### src/rtl/mid_pkg.sv
// Package for the instruction decoder: field layout, group codes, cycle timing.
// Assumes a single 125 MHz system clock and an asynchronous active-high reset.
package mid_pkg;
  // Instruction word and operand field layout
  localparam int IW_W = 14;
  localparam int FA_LSB = 0;
  localparam int FA_W = 7;
  localparam int DST_POS = 7;
  localparam int BIT_LSB = 7;
  localparam int BIT_W = 3;
  localparam int K8_W = 8;
  localparam int K11_W = 11;
  localparam int OPC_LSB = 12;
  // Top two opcode bits select the group
  localparam logic [1:0] OPC_BYTE = 2'h0;
  localparam logic [1:0] OPC_BIT = 2'h1;
  localparam logic [1:0] OPC_GOTO_CALL = 2'h2;
  localparam logic [1:0] OPC_LIT = 2'h3;
  // Oscillator periods per instruction cycle
  localparam int OSC_PER_CYC = 4;
  localparam int PH_W = 2;
  localparam logic [PH_W-1:0] PH_LAST = 2'h3;
  // Reset values
  localparam logic [IW_W-1:0] IW_RST = 14'h0000;

  // Instruction group
  typedef enum logic [1:0] {
    MID_GRP_BYTE = 2'b00,
    MID_GRP_BIT = 2'b01,
    MID_GRP_LIT = 2'b10
  } mid_grp_e;
endpackage

### src/rtl/mid_phase_div.sv
// Quarter-cycle divider: four oscillator periods make one instruction cycle.
// Assumes i_osc_en is a one-cycle oscillator tick on the system clock.
module mid_phase_div
  import mid_pkg::*;
(
  // Clock and reset
  input wire logic i_clk_sys,
  input wire logic i_rst,
  // Oscillator tick
  input wire logic i_osc_en,
  // Phase outputs
  output logic [mid_pkg::PH_W-1:0] o_phase,
  output logic o_cyc_end
);
  typedef struct packed {
    logic [PH_W-1:0] ph;
  } mid_div_s;

  mid_div_s st_r;
  mid_div_s st_nxt;

  // Advance the phase on every oscillator tick
  always_comb begin
    st_nxt = st_r;
    if (i_osc_en) begin
      st_nxt.ph = st_r.ph + 2'h1;
    end
  end

  // State register
  always_ff @(posedge i_clk_sys or posedge i_rst) begin
    if (i_rst) begin
      st_r <= '0;
    end else begin
      st_r <= st_nxt;
    end
  end

  assign o_phase = st_r.ph;
  // Last quarter of the cycle with a tick ends the instruction cycle
  assign o_cyc_end = i_osc_en && (st_r.ph == PH_LAST);
endmodule

### src/rtl/mid_decoder.sv
// Instruction decoder: splits 14-bit words into fields, groups and cycle timing.
// Assumes program memory supplies i_instr with i_instr_vld, and the datapath
// reports i_skip_taken for a true conditional test during execution.
module mid_decoder
  import mid_pkg::*;
(
  // Clock and reset
  input wire logic i_clk_sys,
  input wire logic i_rst,
  // Oscillator tick, one cycle wide
  input wire logic i_osc_en,
  // Instruction from program memory
  input wire logic [mid_pkg::IW_W-1:0] i_instr,
  input wire logic i_instr_vld,
  // Datapath reports a true conditional test
  input wire logic i_skip_taken,
  // Decoded fields
  output logic [1:0] o_group,
  output logic [mid_pkg::FA_W-1:0] o_faddr,
  output logic o_dest_file,
  output logic [7:0] o_bit_mask,
  output logic [mid_pkg::K11_W-1:0] o_literal,
  output logic o_lit_long,
  output logic o_pc_change,
  // Cycle control
  output logic o_exec,
  output logic o_nop_cycle,
  output logic o_cyc_end,
  output logic [mid_pkg::PH_W-1:0] o_phase
);
  import mid_pkg::*;

  typedef struct packed {
    logic [1:0] grp;
    logic [FA_W-1:0] fa;
    logic dst;
    logic [7:0] mask;
    logic [K11_W-1:0] lit;
    logic lng;
    logic pcc;
    logic exec;
    logic nop;
    logic flush;
  } mid_dec_s;

  mid_dec_s st_r;
  mid_dec_s st_nxt;
  logic cyc_end;
  logic [PH_W-1:0] phase;
  logic [BIT_W-1:0] bsel;
  logic [7:0] bmask;
  logic [1:0] opc;
  logic pc_alter;

  // Divider for the four-period instruction cycle
  mid_phase_div u_div (
    .i_clk_sys(i_clk_sys),
    .i_rst(i_rst),
    .i_osc_en(i_osc_en),
    .o_phase(phase),
    .o_cyc_end(cyc_end)
  );

  assign bsel = i_instr[BIT_LSB +: BIT_W];
  genvar gi;
  generate
    for (gi = 0; gi < 8; gi++) begin : g_mask
      assign bmask[gi] = (bsel == BIT_W'(gi));
    end
  endgenerate

  assign opc = i_instr[OPC_LSB +: 2];

  // Words that reload the program counter: goto/call, return group, pc writes
  always_comb begin
    pc_alter = 1'b0;
    if (opc == OPC_GOTO_CALL) begin
      pc_alter = 1'b1;
    end else if (opc == OPC_BYTE && i_instr[DST_POS] && i_instr[FA_W-1:0] == 7'h02) begin
      pc_alter = 1'b1;
    end else if (opc == OPC_LIT && i_instr[11:10] == 2'h1) begin
      pc_alter = 1'b1;
    end else if (i_instr[13:8] == 6'h00 && i_instr[7] == 1'b0 &&
                 (i_instr[3:0] == 4'h8 || i_instr[3:0] == 4'h9)) begin
      pc_alter = 1'b1;
    end
  end

  // Decode at each cycle end; flush cycle runs as a no-operation
  always_comb begin
    st_nxt = st_r;
    if (cyc_end) begin
      st_nxt.exec = 1'b0;
      st_nxt.nop = 1'b0;
      if (st_r.exec && (st_r.pcc || i_skip_taken)) begin
        st_nxt.nop = 1'b1;
      end else if (i_instr_vld) begin
        st_nxt.exec = 1'b1;
        st_nxt.fa = i_instr[FA_LSB +: FA_W];
        st_nxt.pcc = pc_alter;
        st_nxt.dst = 1'b0;
        st_nxt.mask = 8'h00;
        st_nxt.lng = 1'b0;
        st_nxt.lit = '0;
        case (opc)
          OPC_BYTE: begin
            st_nxt.grp = MID_GRP_BYTE;
            st_nxt.dst = i_instr[DST_POS];
          end
          OPC_BIT: begin
            st_nxt.grp = MID_GRP_BIT;
            st_nxt.mask = bmask;
          end
          OPC_GOTO_CALL: begin
            st_nxt.grp = MID_GRP_LIT;
            st_nxt.lit = i_instr[K11_W-1:0];
            st_nxt.lng = 1'b1;
            st_nxt.fa = '0;
          end
          default: begin
            st_nxt.grp = MID_GRP_LIT;
            st_nxt.lit = {3'h0, i_instr[K8_W-1:0]};
            st_nxt.fa = '0;
          end
        endcase
      end
    end
  end

  // State register
  always_ff @(posedge i_clk_sys or posedge i_rst) begin
    if (i_rst) begin
      st_r <= '0;
    end else begin
      st_r <= st_nxt;
    end
  end

  assign o_faddr = st_r.fa;
  assign o_group = st_r.grp;
  assign o_dest_file = st_r.dst;
  assign o_bit_mask = st_r.mask;
  assign o_literal = st_r.lit;
  assign o_lit_long = st_r.lng;
  assign o_pc_change = st_r.pcc;
  assign o_exec = st_r.exec;
  assign o_nop_cycle = st_r.nop;
  assign o_cyc_end = cyc_end;
  assign o_phase = phase;
endmodule

### config.mk
export PLATFORM = sky130hd
export DESIGN_NAME = mid_decoder
export DESIGN_NICKNAME = d
export VERILOG_FILES = /design/src/rtl/mid_pkg.sv /design/src/rtl/mid_phase_div.sv /design/src/rtl/mid_decoder.sv
export SDC_FILE = /design/constraint.sdc
export NUM_CORES = 1
export LEC_CHECK = 0
export BUFFER_PORTS_ARGS = -buffer_cell sky130_fd_sc_hd__buf_2
export CORE_ASPECT_RATIO = 0.5
export CORE_MARGIN = 8
export CORE_UTILIZATION = 51
export CTS_BUF_LIST = sky130_fd_sc_hd__clkbuf_2
export DETAILED_ROUTE_END_ITERATION = 6
export PLACE_DENSITY = 0.94
export SLEW_MARGIN = 30
export SYNTH_ARGS = -nofsm -noshare
export SYNTH_HDL_FRONTEND = slang
export SYNTH_SLANG_ARGS = --single-unit
### constraint.sdc
create_clock -name i_clk_sys -period 4.3 [get_ports i_clk_sys]
set_clock_uncertainty 0.15 [all_clocks]
set_input_delay 0.645 -clock i_clk_sys [delete_from_list [all_inputs] [get_ports i_clk_sys]]
set_output_delay 0.645 -clock i_clk_sys [all_outputs]
set_load 0.005 [all_outputs]
Word-level counts from Yosys, hierarchy flattened
Cells that the tools add are included.

Bits of input ports: 19. Register bits after elaboration: 35. Logic and storage cells: 55. Output and inout port bits: 36.

$add $sub $neg: 1. Muxes and demuxes: 13. Reduce and logical (&&, ||, !) cells: 14. Eq/ne operators: 15. Bitwise gates (word level): 2.

Operator list (number): $pmux W11 S2 (1); $eq A3 B3 Y1 const B (4); $mux W1 (9); $eq A4 B4 Y1 const B (2); $mux W8 (1); $eq A7 B2 Y1 const B (1); $logic_and A1 B1 Y1 (7); $mux W7 (1); $eq A2 B2 Y1 const B (3); $eq A3 B2 Y1 const B (2); $logic_not A6 Y1 (1); $eq A2 B1 Y1 const B (2); $pmux W2 S2 (1); $eq A3 B1 Y1 const B (1); $logic_not A3 Y1 (1); $reduce_and A3 Y1 (1); $add A2 B1 Y2 const B (1); $logic_not A2 Y1 (1); $logic_or A1 B1 Y1 (2); $not A1 Y1 (2); $reduce_or A2 Y1 (1).

Longest topological paths before layout
Gate-level depths: netlist of run 1.

Word-level depth: 7. Mapped depth: 6. Gate-level depth less buffers: 4.

Cells and area by module
A second synthesis of run 1 with hierarchy kept.

Cell total of the unflattened synthesis: 149. Area, all modules: 1545.2 um2.

By module, submodules not included: mid_decoder (sequential area each 825.8 um2, instances 1, cells each 142, area each 1447.6 um2); mid_phase_div (sequential area each 50.0 um2, instances 1, cells each 7, area each 97.6 um2).

Least setup slack after synthesis of run 1
Ideal clock, no wire load.

Path type: input -> register. Start point: input i_skip_taken. End point: register st_r, in the netlist o_literal[0]. Library setup time: 117 ps. Data required time: 4033 ps. Buffers on the path: 2. Path slack: 2613 ps. Arrival time: 1420 ps. Stages on the path: 6. Path through: o21ai_2 > nand4_2 > buf_2 > buf_2 > nand2_1 > nand2_1.

Word-level cells in the longest chain between the ends: 4.

RTL lines: start: declaration (RTL line mid_decoder.sv:16) `input wire logic i_skip_taken,`; $logic_or A1 B1 Y1 (RTL line mid_decoder.sv:95) `if (st_r.exec && (st_r.pcc || i_skip_taken)) begin`; $logic_and A1 B1 Y1 (RTL line mid_decoder.sv:95); $not A1 Y1 (no source line); $reduce_and A3 Y1 (no source line); end signal: assignment (RTL line mid_decoder.sv:135) `st_r <= st_nxt;`; end: declaration (RTL line mid_decoder.sv:46) `mid_dec_s st_r;`.

Every way passes these cells. A chain may end at the register's enable or synchronous reset.

Worst setup path in the final report of run 1
Start point: register u_div.st_r, in the netlist u_div.o_phase[0]. End point: output o_cyc_end.

Word-level cells in the longest chain between the ends: 2.

RTL lines: start: declaration (RTL line mid_phase_div.sv:19) `mid_div_s st_r;`; start signal: assignment (RTL line mid_phase_div.sv:35) `st_r <= st_nxt;`; $eq A2 B2 Y1 (RTL line mid_phase_div.sv:41) `assign o_cyc_end = i_osc_en && (st_r.ph == PH_LAST);`; $logic_and A1 B1 Y1 (RTL line mid_phase_div.sv:41); end: declaration (RTL line mid_decoder.sv:28) `output logic o_cyc_end,`.

Every way passes these cells.

==> results of run 1 <==
## per-layer routing
layer | global-route usage, % | wire [microns] | vias to the layer above
met5 | 0 | 0 | -
met4 | 7.12 | 81 | 0
met3 | 5.20 | 274 | 13
met2 | 30.7 | 2160 | 55
met1 | 17.3 | 1470 | 650
li1 | - | - | 612
## cell families after synthesis
kind of cell / after synthesis / synth area share [%]
xor gates and xnor gates: 1 / 0.583
DFF: 35 / 58.3
muxes: 1 / 0.750
buffers and inverters: 12 / 3.50
and+or+nand+nor: 75 / 25.5
adders and majority gates: 1 / 0.833
AOI/OAI and AO/OA: 22 / 10.5
## worst max-delay path by stage
stage / end / slack [ps] / depth (start not counted) / from
after floorplan: o_literal[0]$_DFFE_PP0P_ / 2610 / 6 / i_skip_taken
after global placement: o_bit_mask[1]$_DFFE_PP0P_ / 1710 / 5 / i_skip_taken
after detailed placement: o_bit_mask[4]$_DFFE_PP0P_ / 1540 / 5 / i_skip_taken
after CTS: o_bit_mask[4]$_DFFE_PP0P_ / 1840 / 4 / o_pc_change$_DFFE_PP0P_
after global routing: o_cyc_end / 2050 / 4 / u_div.o_phase[0]$_DFFE_PP0P_
final: o_cyc_end / 2120 / 4 / u_div.o_phase[0]$_DFFE_PP0P_
## critical path: stages, from the launching register on
cell and delay (ps):
dfrtp_1 440, ha_1 260, nand2_1 140, inv_1 50, buf_2 120
## power breakdown
group          leakage, uW  internal [uW]  switching, uW
registers         0.000462            449           67.8
logic             0.000535            154            185
clock network    0.0000404           95.7            109
## stage by stage
step | cell area [sq um] | setup slack, ps
2_1_floorplan | 1500 | 2610
3_3_place_gp | 1790 | 1710
3_5_place_dp | 1790 | 1540
4_1_cts | 1860 | 1840
5_1_grt | 1860 | 2050
6_report | 1860 | 2120
## state kept, by name, indices dropped and copies added, names as in the netlist
name and flops:
o_exec 1, o_literal 11, o_dest_file 1, o_bit_mask 8
o_pc_change 1, o_faddr 7, o_nop_cycle 1, u_div.o_phase 2
o_group 2, o_lit_long 1
## cells in the final DEF (no fill, tap or decap), drive strengths merged
master and n:
nand2b 7, nand4 1, nand2 44, nand3 12
clkinv 2, nor4b 4, nor2 2, a21oi 2
xor2 1, nor2b 1, o21ai 9, o31ai 3
and4 1, nand4b 1, inv 4, a32o 4
nor3b 1, clkbuf 5, mux2 1, nor4 1
o221a 1, buf 55, a21o 1, bufinv 1
dfrtp 35, a22o 1, ha 1, o41ai 1
## area by class of cell
class | count | area share [%]
timing repair buffer | 55 | 14.9
inverter | 4 | 0.805
clock buffer | 5 | 1.34
multi-input combinational | 100 | 31.2
sequential | 35 | 47.0
clock inverter | 3 | 2.08
tap | 40 | 2.68
==> impl.org, run 1 <==
** Placement
- Port buffering added 54 buffers.
- Once detailed placement completed, the half-perimeter wirelength came to 2.83 mm.
- At the end of routability-driven placement, the weighted congestion stood at 0.775.
- Cell count after placement :: 234

** Timing
- Fin Setup TNS :: 0 ps
- Final Slew Violations :: 0
- Minimum clock period :: 2180 ps
- Static timing analysis puts the maximum clock frequency at 458 MHz.
- The number of hold-slack violations in the final timing report came to 0.
- Setup repair after global routing missed its margin :: no
- Number of setup violations in the final report :: 0
- On the final layout, the worst hold slack is 163 ps.
- Least-Margin Pin Slew :: 584 ps
- In the finished design, the share of the clock period the worst path needs comes to 50.7%.
- Worst slew slack as a fraction of its limit :: 61.0%

** Worst setup path
- The worst register-to-register path ends at o_bit_mask[7]$_DFFE_PP0P_.
- The worst setup path is captured at an output pin.
- Counting cells, the worst reg-to-reg path comes to 4.
- STA puts the critical path data required time at 3500 ps.
- By startpoint and endpoint, the worst setup path is classified as reg -> out.
- Worst path arrival time :: 1390 ps
- Beginning of the worst register-to-register path :: o_pc_change$_DFFE_PP0P_
- In this run the worst path has a maximum fanout of 4.
- Critical Path Start Type :: register
- In this run the register-to-register setup slack is 2190 ps.

** CTS
- For the worst-skew pair, the clock arrives at the later sink with an insertion delay of 380 ps.
- In this run, CTS created clock tree buffers numbering 5.
- In this run, post-CTS hold repair placed 0 buffers.
- After clock tree synthesis, the clock-pin slew on the worst setup and hold paths is 170 ps.
- H-tree lvl count :: 2
- CTS Buffer Depth :: 2
- Setup fix buffers added after clock tree synthesis :: 0
- Post-cts sizing count :: 0
- TritonCTS clock tree :: built
- CTS root buf :: clkbuf_2
- The clock drives 35 sinks.

** Route
- For this run, design rule violations remaining after detail routing come to 0.
- Routed wire per std cell :: 16.5 microns
- Using the TritonRoute via totals, the vias-per-cell ratio works out to 5.50.
- The routed layout has 1330 vias.
- Sum of routed wire length over all layers :: 3.98 mm
- In this run the remaining antenna-violating nets after routing total 0.
- Number of DRC markers in iteration 0 :: 81
- First-pass DRT Iterations :: 4

** Global routing
- The number of global-route vias before repair is 1319.
- The first global-routing pass estimated 6.32 mm of wire.
- Total Routing Usage GR :: 16.3%
- Number of antenna violations at the first check in global routing :: 0
- Maximum number of pins on one net before global-route repair :: 42
- Summed over all layers, the global routing overflow is 0.

** Final layout
- The repair_antennas step left the layout with diodes totalling 0.
- Final non-filler cell total :: 242
- In the final layout, flip-flops and latches occupy 876 sq um.
- Nets@finish :: 221
- Total of fill cells in the finished design :: 245
- At the end of the flow the core is filled with cells to 64.1%.
- From synthesis to final layout, the design area changed by 24.2%.
- Proportion of layout cells with a drive suffix above 1 :: 33.2%
- Summing all multi-input logic gate instances after layout gives 582 sq um.

** Floorplanning
- In this run the vertical extent of the chip is 54.4 microns.
- Initial standard-cell utilization of the core :: 51.6%
- The die is 92.7 microns wide.
- Total Die Area :: 5040 sq um
- Core area :: 2910 sq um
- Number of placement rows :: 14
- During I/O placement, the number of pins put on the boundary was 55.

** Status
- Status :: completed

** Synthesis
- Post-synthesis cell count :: 147
- After synthesis, flip-flops and latches occupy 58.3% of the total area.
- When the netlist entered floorplanning its net count stood at 167.
- Commonest cells post-synth :: nand2_1, dfrtp_1, nand3_1
- After synthesis the netlist holds a flip-flop and latch count of 35.
- Most frequently used cell type in the post-synthesis netlist :: nand2_1
- The top cell type by area accounts for 58.3% of the synthesized area.
- The mapped netlist covers 1500 sq um.
- FFs w/ async S/R, synth :: 100%
- Ranked by total cell area, the synthesized netlist is headed by dfrtp_1, nand2_1, nand3_1.
- Yosys mapped a number of flops with a built-in enable equal to 0.
- During synthesis, Yosys emitted a total of 0 warnings.
- Primary flip-flop cell chosen by synthesis mapping :: dfrtp_1
- Average footprint of a synthesized cell :: 10.2 sq um
- Yosys mapped the design onto 29 distinct sky130hd cell types.
- dfrtp_1 takes more of the synthesized area than any other cell.

** Power and ir drop
- Worst vdd rail ir drop :: 0.196 mV
- Power, Total :: 1060 uW
- Power density over the cells :: 569 nW/um^2
- Leakage Power :: 0.00104 uW

** Min path
- Hold crit path type :: in -> async

** Run
- The tool flagged a number of max-cap violations equal to 0.
(Power assumes the default switching activity.)
==> run 2, diff against run 1 <==
ABC_AREA = 1   (was unset)
PLACE_DENSITY = 0.93   (was 0.94)
clock period = 2.3 ns   (was 4.3 ns; I/O delays follow)
==> run 2 against run 1 <==
  * Total power up 79%
  * Final cell count grew 12%
  * Critical endpoint unchanged
  * Critical path depth stayed put
  * Area after synthesis increased by 4.8%
  * Largest power group unchanged
  * Wire length down 3.6%
  * Die area up 3.7%
  * Core utilization shrank 0.16 points
  * Final area is 2.1% higher
==> impl.org, run 2 <==
** Status
- Status :: completed

** Worst setup path
- In this run the register-to-register setup slack is 660 ps.
- Destination of the worst register-to-register timing path :: o_literal[10]$_DFFE_PP0P_
- The largest single stage delay on the critical path is 430 ps.
- The slowest stage of the critical path belongs to the cell dfrtp_1.
- Series of cell instances along the critical path :: ha_1 > nand2_2 > inv_1 > buf_2
- For the worst setup path, the data required time is 1800 ps.
- The kind of cell with the highest combined delay along the critical path is flip-flops.
- The critical path contains buffers and inverters numbering 2 combined.
- The worst register-to-register path begins at u_div.o_phase[0]$_DFFE_PP0P_.
- Critical Path Start Type :: register
- The number of cells on the worst reg-to-reg path is 6.
- STA classifies the critical path endpoint as an output pin.
- Largest fanout on the critical path :: 5
- Class of the most critical setup path :: reg -> out
- Worst path arrival time :: 1310 ps

** Min path
- Hold crit path type :: in -> reg
- The startpoint identified for the worst hold timing path is i_instr[11].
- The worst hold path was traced through 4 stages.
- For hold timing, the worst endpoint is o_pc_change$_DFFE_PP0P_.

** Synthesis
- Part of the Yosys area used for sequential elements :: 55.6%
- Commonest cells post-synth :: nand2_1, dfrtp_1, inv_1
- Primary flip-flop cell chosen by synthesis mapping :: dfrtp_1
- Cell taking the most area after synthesis :: dfrtp_1
- Number of enable flip-flop cells after synthesis :: 0
- FFs w/ async S/R, synth :: 100%
- By area the synthesized netlist is led by dfrtp_1, nand2_1, o21ai_2.
- Post-synthesis cell count :: 171
- Dividing the synthesized area by the synthesized cell count gives 9.20 sq um.
- Share of the synthesized area in the top cell type :: 55.6%
- For this run, the number of Yosys warnings is 0.
- After synthesis the netlist holds a flip-flop and latch count of 35.
- Distinct cell type count after synthesis :: 20
- The most common cell in the synthesized netlist is nand2_1.
- When the netlist entered floorplanning its net count stood at 191.
- The mapped netlist covers 1570 sq um.

** Timing
- Setup violations remaining at the end of the flow were counted as 0.
- Once routing completed, OpenROAD measured the worst setup slack at 495 ps.
- The final critical path takes up 78.5% of the cycle.
- For the pin with the worst max-slew slack, the measured transition is 499 ps.
- Max Freq :: 554 MHz
- Minimum clock period :: 1800 ps
- On the final layout, the worst hold slack is 48.8 ps.
- Fin Setup TNS :: 0 ps
- Setup repair after global routing left no endpoint under its margin.
- The number of hold-slack violations in the final timing report is 0.
- Worst slew slack as a fraction of its limit :: 66.7%
- The number of pins exceeding their max-slew limit in the final report was 0.

** Global routing
- The total overflow left after global routing is 0.
- For met3 alone, demand over resource in global routing was 4.58%.
- After global routing, the most crowded layer is met2.
- Entering global routing, the biggest net connects 36 pins.
- For met2 alone, demand over resource in global routing was 27.1%.
- Global-route wire length before repair :: 6.31 mm
- The number of antenna violations at the first check in global routing was 0.
- The number of global-route vias before repair is 1342.
- Global routing used 16.3% of the available met1 tracks.
- For this run, the total global-route usage over all layers was measured as 15.3%.

** Route
- In the routed layout, each cell is associated on average with a via count of 4.93.
- Antenna-violating nets left :: 0
- The detailed router finished its first iteration with 75 violations.
- Detailed routing inserted a total of 1337 vias.
- For this run, the detailed router's first-pass iteration total came to 4.
- Routed wire per std cell :: 14.2 microns
- Detailed-route DRC error count :: 0
- After detailed routing, the total wire length is 3.84 mm.

** Final layout
- The layout has 262 filler cells.
- The number of antenna diodes in the final layout is 0.
- Highest-count cells in the layout ignoring fill and taps :: nand2_1, buf_2, dfrtp_1
- Most common cell after layout, fill and taps aside :: nand2_1
- Footprint of the multi-input gates :: 578 sq um
- Proportion of layout cells with a drive suffix above 1 :: 35.5%
- Sequential standard cell area :: 876 sq um
- Nets@finish :: 251
- Compared with the post-synthesis result, the final layout area differs by 21.0%.
- Flip-flop count of the largest register after layout :: 11

** Floorplanning
- 55 I/O pins were placed.
- Floorplan die width :: 94.6 microns
- Measured along the y axis, the die boundary spans 55.3 microns.
- The total area inside the core boundary comes to 2980 sq um.
- Initial standard-cell utilization of the core :: 52.9%
- Total Die Area :: 5230 sq um
- The initialized floorplan defines 14 standard-cell rows.

** CTS
- Clock-pin slew was measured on the worst setup and hold paths at 190 ps.
- Post-cts sizing count :: 0
- Sinks on the clock net :: 35
- CTS built an H-tree with a depth of 2.
- The clock reaches the later pin of the worst-skew pair after 370 ps.
- Post-CTS timing repair inserted 0 buffers for setup.
- In this run the deepest clock path goes through 2 buffers.
- TritonCTS Buffers :: 5
- TritonCTS built the clock tree.
- CTS root buf :: clkbuf_2

** Placement
- The HPWL after detailed placement is 2.96 mm.
- Global placement routability congestion :: 0.810
- Setup WS pre-CTS :: 664 ps
- Port buffering added 54 buffers.

** Power and ir drop
- The worst-case IR drop observed on VDD is 0.528 mV.
- In this run the power density over the cells is 1000 nW/um^2.
- In this run the static leakage power is 0.00112 uW.

** Run
- Across the run, the number of max-cap violations was 0.
[run 2: cell types whose count changed in the layout (fill, tap and decap cells not counted), moves of 4 or more]
cell,delta
inv_1,+14
nand2_1,+12
o21ai_2,+11
o21ai_1,+8
nand2b_1,-7
o21ai_0,-7
nor2_1,+6
nand3_1,+5
a32o_1,-4
[run 2: layout make-up]
class / instances / share of cell area (%)
clock buffer: 5 / 1.31
sequential: 35 / 46.0
timing repair buffer: 57 / 15.5
multi-input combinational: 113 / 30.4
clock inverter: 2 / 0.460
tap: 40 / 2.63
inverter: 19 / 3.75
[run 2: power breakdown]
part           switching (uW)  internal, uW  total (uW)
clock network             195          64.4         259
logic                     357           313         670
registers                 137           839         976
[run 2: tightest hold or removal path: stages]
cell and delay, ps:
buf_2 80, inv_1 30, nand2_1 50, a21oi_1 60
[run 2: routing by layer]
layer  part of all wire, %  vias to the layer above
met2                    53                       30
li1                      -                      660
met1                    39                      638
met5                     0                        -
met4                   2.1                        0
met3                   5.4                        9
[run 2: cell families (layout without fill, tap and decap cells)]
family / Yosys count / in the layout / share of synthesized area [%]
buffers and inverters: 23 / 83 / 7.63
adders and majority gates: 1 / 1 / 0.795
AOI/OAI and AO/OA: 22 / 22 / 9.86
DFF: 35 / 35 / 55.6
xor gates and xnor gates: 1 / 1 / 0.557
muxes: 1 / 1 / 0.715
and+or+nand+nor: 88 / 88 / 24.8
[run 2: how the worst max path moves through the flow]
stage                                             from                       end  slack [ps]  cells after the start
after floorplan           u_div.o_phase[0]$_DFFE_PP0P_  o_literal[8]$_DFFE_PP0P_         920                      7
after global placement    u_div.o_phase[0]$_DFFE_PP0P_   o_pc_change$_DFFE_PP0P_         720                      7
after detailed placement  u_div.o_phase[0]$_DFFE_PP0P_   o_pc_change$_DFFE_PP0P_         660                      7
after CTS                 u_div.o_phase[0]$_DFFE_PP0P_                 o_cyc_end         480                      4
after global routing      u_div.o_phase[0]$_DFFE_PP0P_                 o_cyc_end         400                      4
final                     u_div.o_phase[0]$_DFFE_PP0P_                 o_cyc_end         500                      4
[run 2: what timing repair did]
action | CTS | global route
hold buffers | 1 | 0
hold endpoints to repair | 35 | 0
setup endpoints to repair | 0 | 0
[run 2: stage by stage]
stage	instance area [sq um]	total power, uW	util (%)	std cells
finish	1900	1900	63.9	271
global route	1900	2040	63.9	271
CTS	1900	1920	63.9	271
detailed placement	1860	1670	62.5	263
global placement	1860	1620	62.5	263
floorplan	1570	1330	-	171
==> run 3, diff against run 2 <==
CORE_UTILIZATION = 46   (was 51)
PLACE_DENSITY = 0.89   (was 0.93)
clock period = 1.56 ns   (was 2.3 ns; I/O delays follow)
==> run 3 against run 2 <==
  * First-iteration DRC count is 1.3% lower
  * Die area increased by 8.3%
  * Hold slack worse by 24 ps
  * Highest routed layer unchanged
  * Non-clock buffer count grew 17
  * Sequential cell count stayed put
  * Clock power grew 50%
  * Sequential power is 47% higher
  * Final area rose by 10%
  * Register-to-register slack worse by 680 ps
  * Sequential share of layout area shrank 4.3 points
  * Final cell count is 7.7% higher
  * Worst setup slack got worse by 570 ps
  * The flow now finishes with violations (negative setup slack)
==> impl.org, run 3 (synthesis gave the netlist of run 2 again) <==
** Status
- Status :: complete, but fails checks
- Failing checks :: negative setup slack

** Worst setup path
- Number of cell instances on the worst register-to-register path :: 9
- In this run the worst setup path begins at i_osc_en.
- Data required time at the worst endpoint :: 1700 ps
- STA classifies the critical path endpoint as a register.
- Beginning of the worst register-to-register path :: u_div.o_phase[1]$_DFFE_PP0P_
- The critical path ends at o_pc_change$_DFFE_PP0P_.
- The worst register-to-register path ends at o_pc_change$_DFFE_PP0P_.
- At the worst endpoint, the arrival time is 1780 ps.
- In this run the worst path has a maximum fanout of 6.
- The worst setup path is launched from an input port.
- The worst setup path is of the in -> reg kind.
- Slack of the worst reg-to-reg path :: -20 ps

** Global routing
- The number of global-route vias before repair is 1489.
- Maximum number of pins on one net before global-route repair :: 36
- Global-route wire length before repair :: 7.00 mm
- The number of antenna violations at the first check in global routing was 0.
- Congestion Overflow GR :: 0
- Total Routing Usage GR :: 15.4%

** Power and ir drop
- Clock network power share :: 13.0%
- For this design the ratio of total power to cell area is 1420 nW/um^2.
- Internal power :: 1910 uW
- Sw frac :: 35.7%
- Worst vdd rail ir drop :: 0.479 mV
- Part of the power in registers :: 48.0%
- Logic gate share of total power :: 39.0%
- Leakage Power :: 0.00120 uW
- For this design the total switching power over the nets is 1060 uW.
- Power, Total :: 2980 uW

** Route
- The detail route stage leaves a number of antenna-violating nets equal to 0.
- Sum of routed wire length over all layers :: 4.31 mm
- Detailed-route DRC error count :: 0
- Routed via count divided by cell count :: 5.02
- Via Count :: 1467
- In the final routed layout, each cell accounts on average for 14.8 microns.
- Number of DRC markers in iteration 0 :: 74
- Before antenna repair, the detailed router went through 4 iterations.

** CTS
- Clock-pin slew was measured on the worst setup and hold paths at 160 ps.
- TritonCTS built the clock tree.
- TritonCTS Buffers :: 5
- CTS root buf :: clkbuf_2
- H-tree lvl count :: 2
- The clock passes through at most 2 buffers.
- Clock insertion delay at the later pin of the skew report :: 340 ps
- The clock net in this run drives a total of 35 sinks.

** Floorplanning
- The core region is 3360 sq um.
- Number of top-level design ports :: 55
- The floorplan has 15 rows.
- Floorplan die width :: 98.7 microns
- Die boundary height :: 57.4 microns
- The initial utilization of the core area, before any placement, comes to 46.9%.
- Total Die Area :: 5660 sq um

** Timing
- Worst slew slack as a fraction of its limit :: 70.8%
- Least-Margin Pin Slew :: 439 ps
- Number of setup violations in the final report :: 27
- The tightest hold path in the finished design has a slack of 24.5 ps.
- Once routing completed, OpenROAD measured the worst setup slack at -78.4 ps.
- In the final timing run, aggregate negative setup slack is -834 ps.
- In the finished design, the share of the clock period the worst path needs comes to 105%.
- The number of hold-slack violations in the final timing report came to 0.
- Setup repair after global routing could not meet its margin everywhere.
- Minimum clock period :: 1640 ps
- Max Freq :: 610 MHz
- The number of pins exceeding their max-slew limit in the final report came to 0.

** Final layout
- Flip-flop count of the largest register after layout :: 11
- The count of cells in the finished layout, fillers not included, comes to 292.
- In the final design database the tool counted 268 nets.
- Highest-count cells in the layout ignoring fill and taps :: nand2_1, buf_2, dfrtp_1
- Total of fill cells in the finished design :: 258
- After routing the design area is 2100 sq um.
- The area growth from synthesis to layout is 33.5%.
- Proportion of layout cells with a drive suffix above 1 :: 38.2%

** Placement
- The placed instances occupy a cell area of 1900 sq um.
- In this run the tool buffered the top-level ports with 54 buffer cells.
- Cell count after placement :: 268
- Detailed placement finished with a half-perimeter wire length of 2.94 mm.
- Global placement routability congestion :: 0.826

** Run
- The tool flagged a number of max-cap violations equal to 0.

** Min path
- The worst hold path was traced through 3 stages.
- The min-delay analysis places its worst path in the category in -> reg.
## run 3: cell types whose count changed in the layout (fill, tap and decap cells not counted), moves of 3 or more
cell,before,now
nand2_2,3,6
dlygate4sd3_1,1,11
nand2_1,56,53
buf_4,2,8
## run 3: final cells by class
type	count	area (sq um)	area share [%]
tap	42	52.6	2.50
timing repair buffer	74	467	22.2
multi-input combinational	113	592	28.2
inverter	19	73.8	3.51
antenna	1	2.50	0.119
clock buffer	6	30.0	1.43
clock inverter	2	7.51	0.357
sequential	35	876	41.7
## run 3: worst min path at each step
stage          startpoint                      endpoint  slack [ps]
2_1_floorplan    i_osc_en  u_div.o_phase[0]$_DFFE_PP0P_         180
4_1_cts        i_instr[9]     o_bit_mask[7]$_DFFE_PP0P_           8
3_5_place_dp        i_rst        o_faddr[2]$_DFFE_PP0P_         200
5_1_grt        i_instr[8]     o_bit_mask[2]$_DFFE_PP0P_           4
6_report       i_instr[8]     o_bit_mask[7]$_DFFE_PP0P_          20
3_3_place_gp        i_rst        o_group[1]$_DFFE_PP0P_         190
## run 3: repair_timing
| item | 4_1_cts | 5_1_grt |
|---|---|---|
| setup endpoints to repair | 1 | 27 |
| hold buffers | 11 | 0 |
| buffers inserted | 3 | 1 |
| resized for setup | 4 | 4 |
| cloned | 0 | 0 |
| hold endpoints to repair | 53 | 0 |
| pin swaps | 3 | 2 |
## run 3: routing by layer
metal | GRT usage, % | vias up | wire [microns]
li1 | - | 698 | -
met1 | 16.2 | 705 | 1580
met2 | 27.6 | 54 | 2360
met3 | 4.85 | 10 | 283
met4 | 8.21 | 0 | 93
met5 | 0 | - | 0
## run 3: worst max-delay path: stages
cell,delay [ps]
dlygate4sd3_1,550
buf_2,160
nand2_2,80
buf_4,150
nor2_4,160
inv_4,80
buf_4,150
nand2_1,50
inv_1,50
a21oi_2,100
## run 3: through the flow
step                      util, %  worst slack (ps)
after floorplan                 -               184
after global placement       56.5               136
after detailed placement     56.5              70.6
after CTS                    61.9             -15.8
after global routing         62.5             -89.1
final                        62.5             -78.4
## run 3: power groups by stage
stage               clock network [uW]  registers, uW  logic [uW]
floorplan                            0           1470         494
global placement                     0           1430         997
detailed placement                   0           1450        1040
CTS                                406           1420        1130
global route                       440           1470        1290
finish                             388           1430        1160
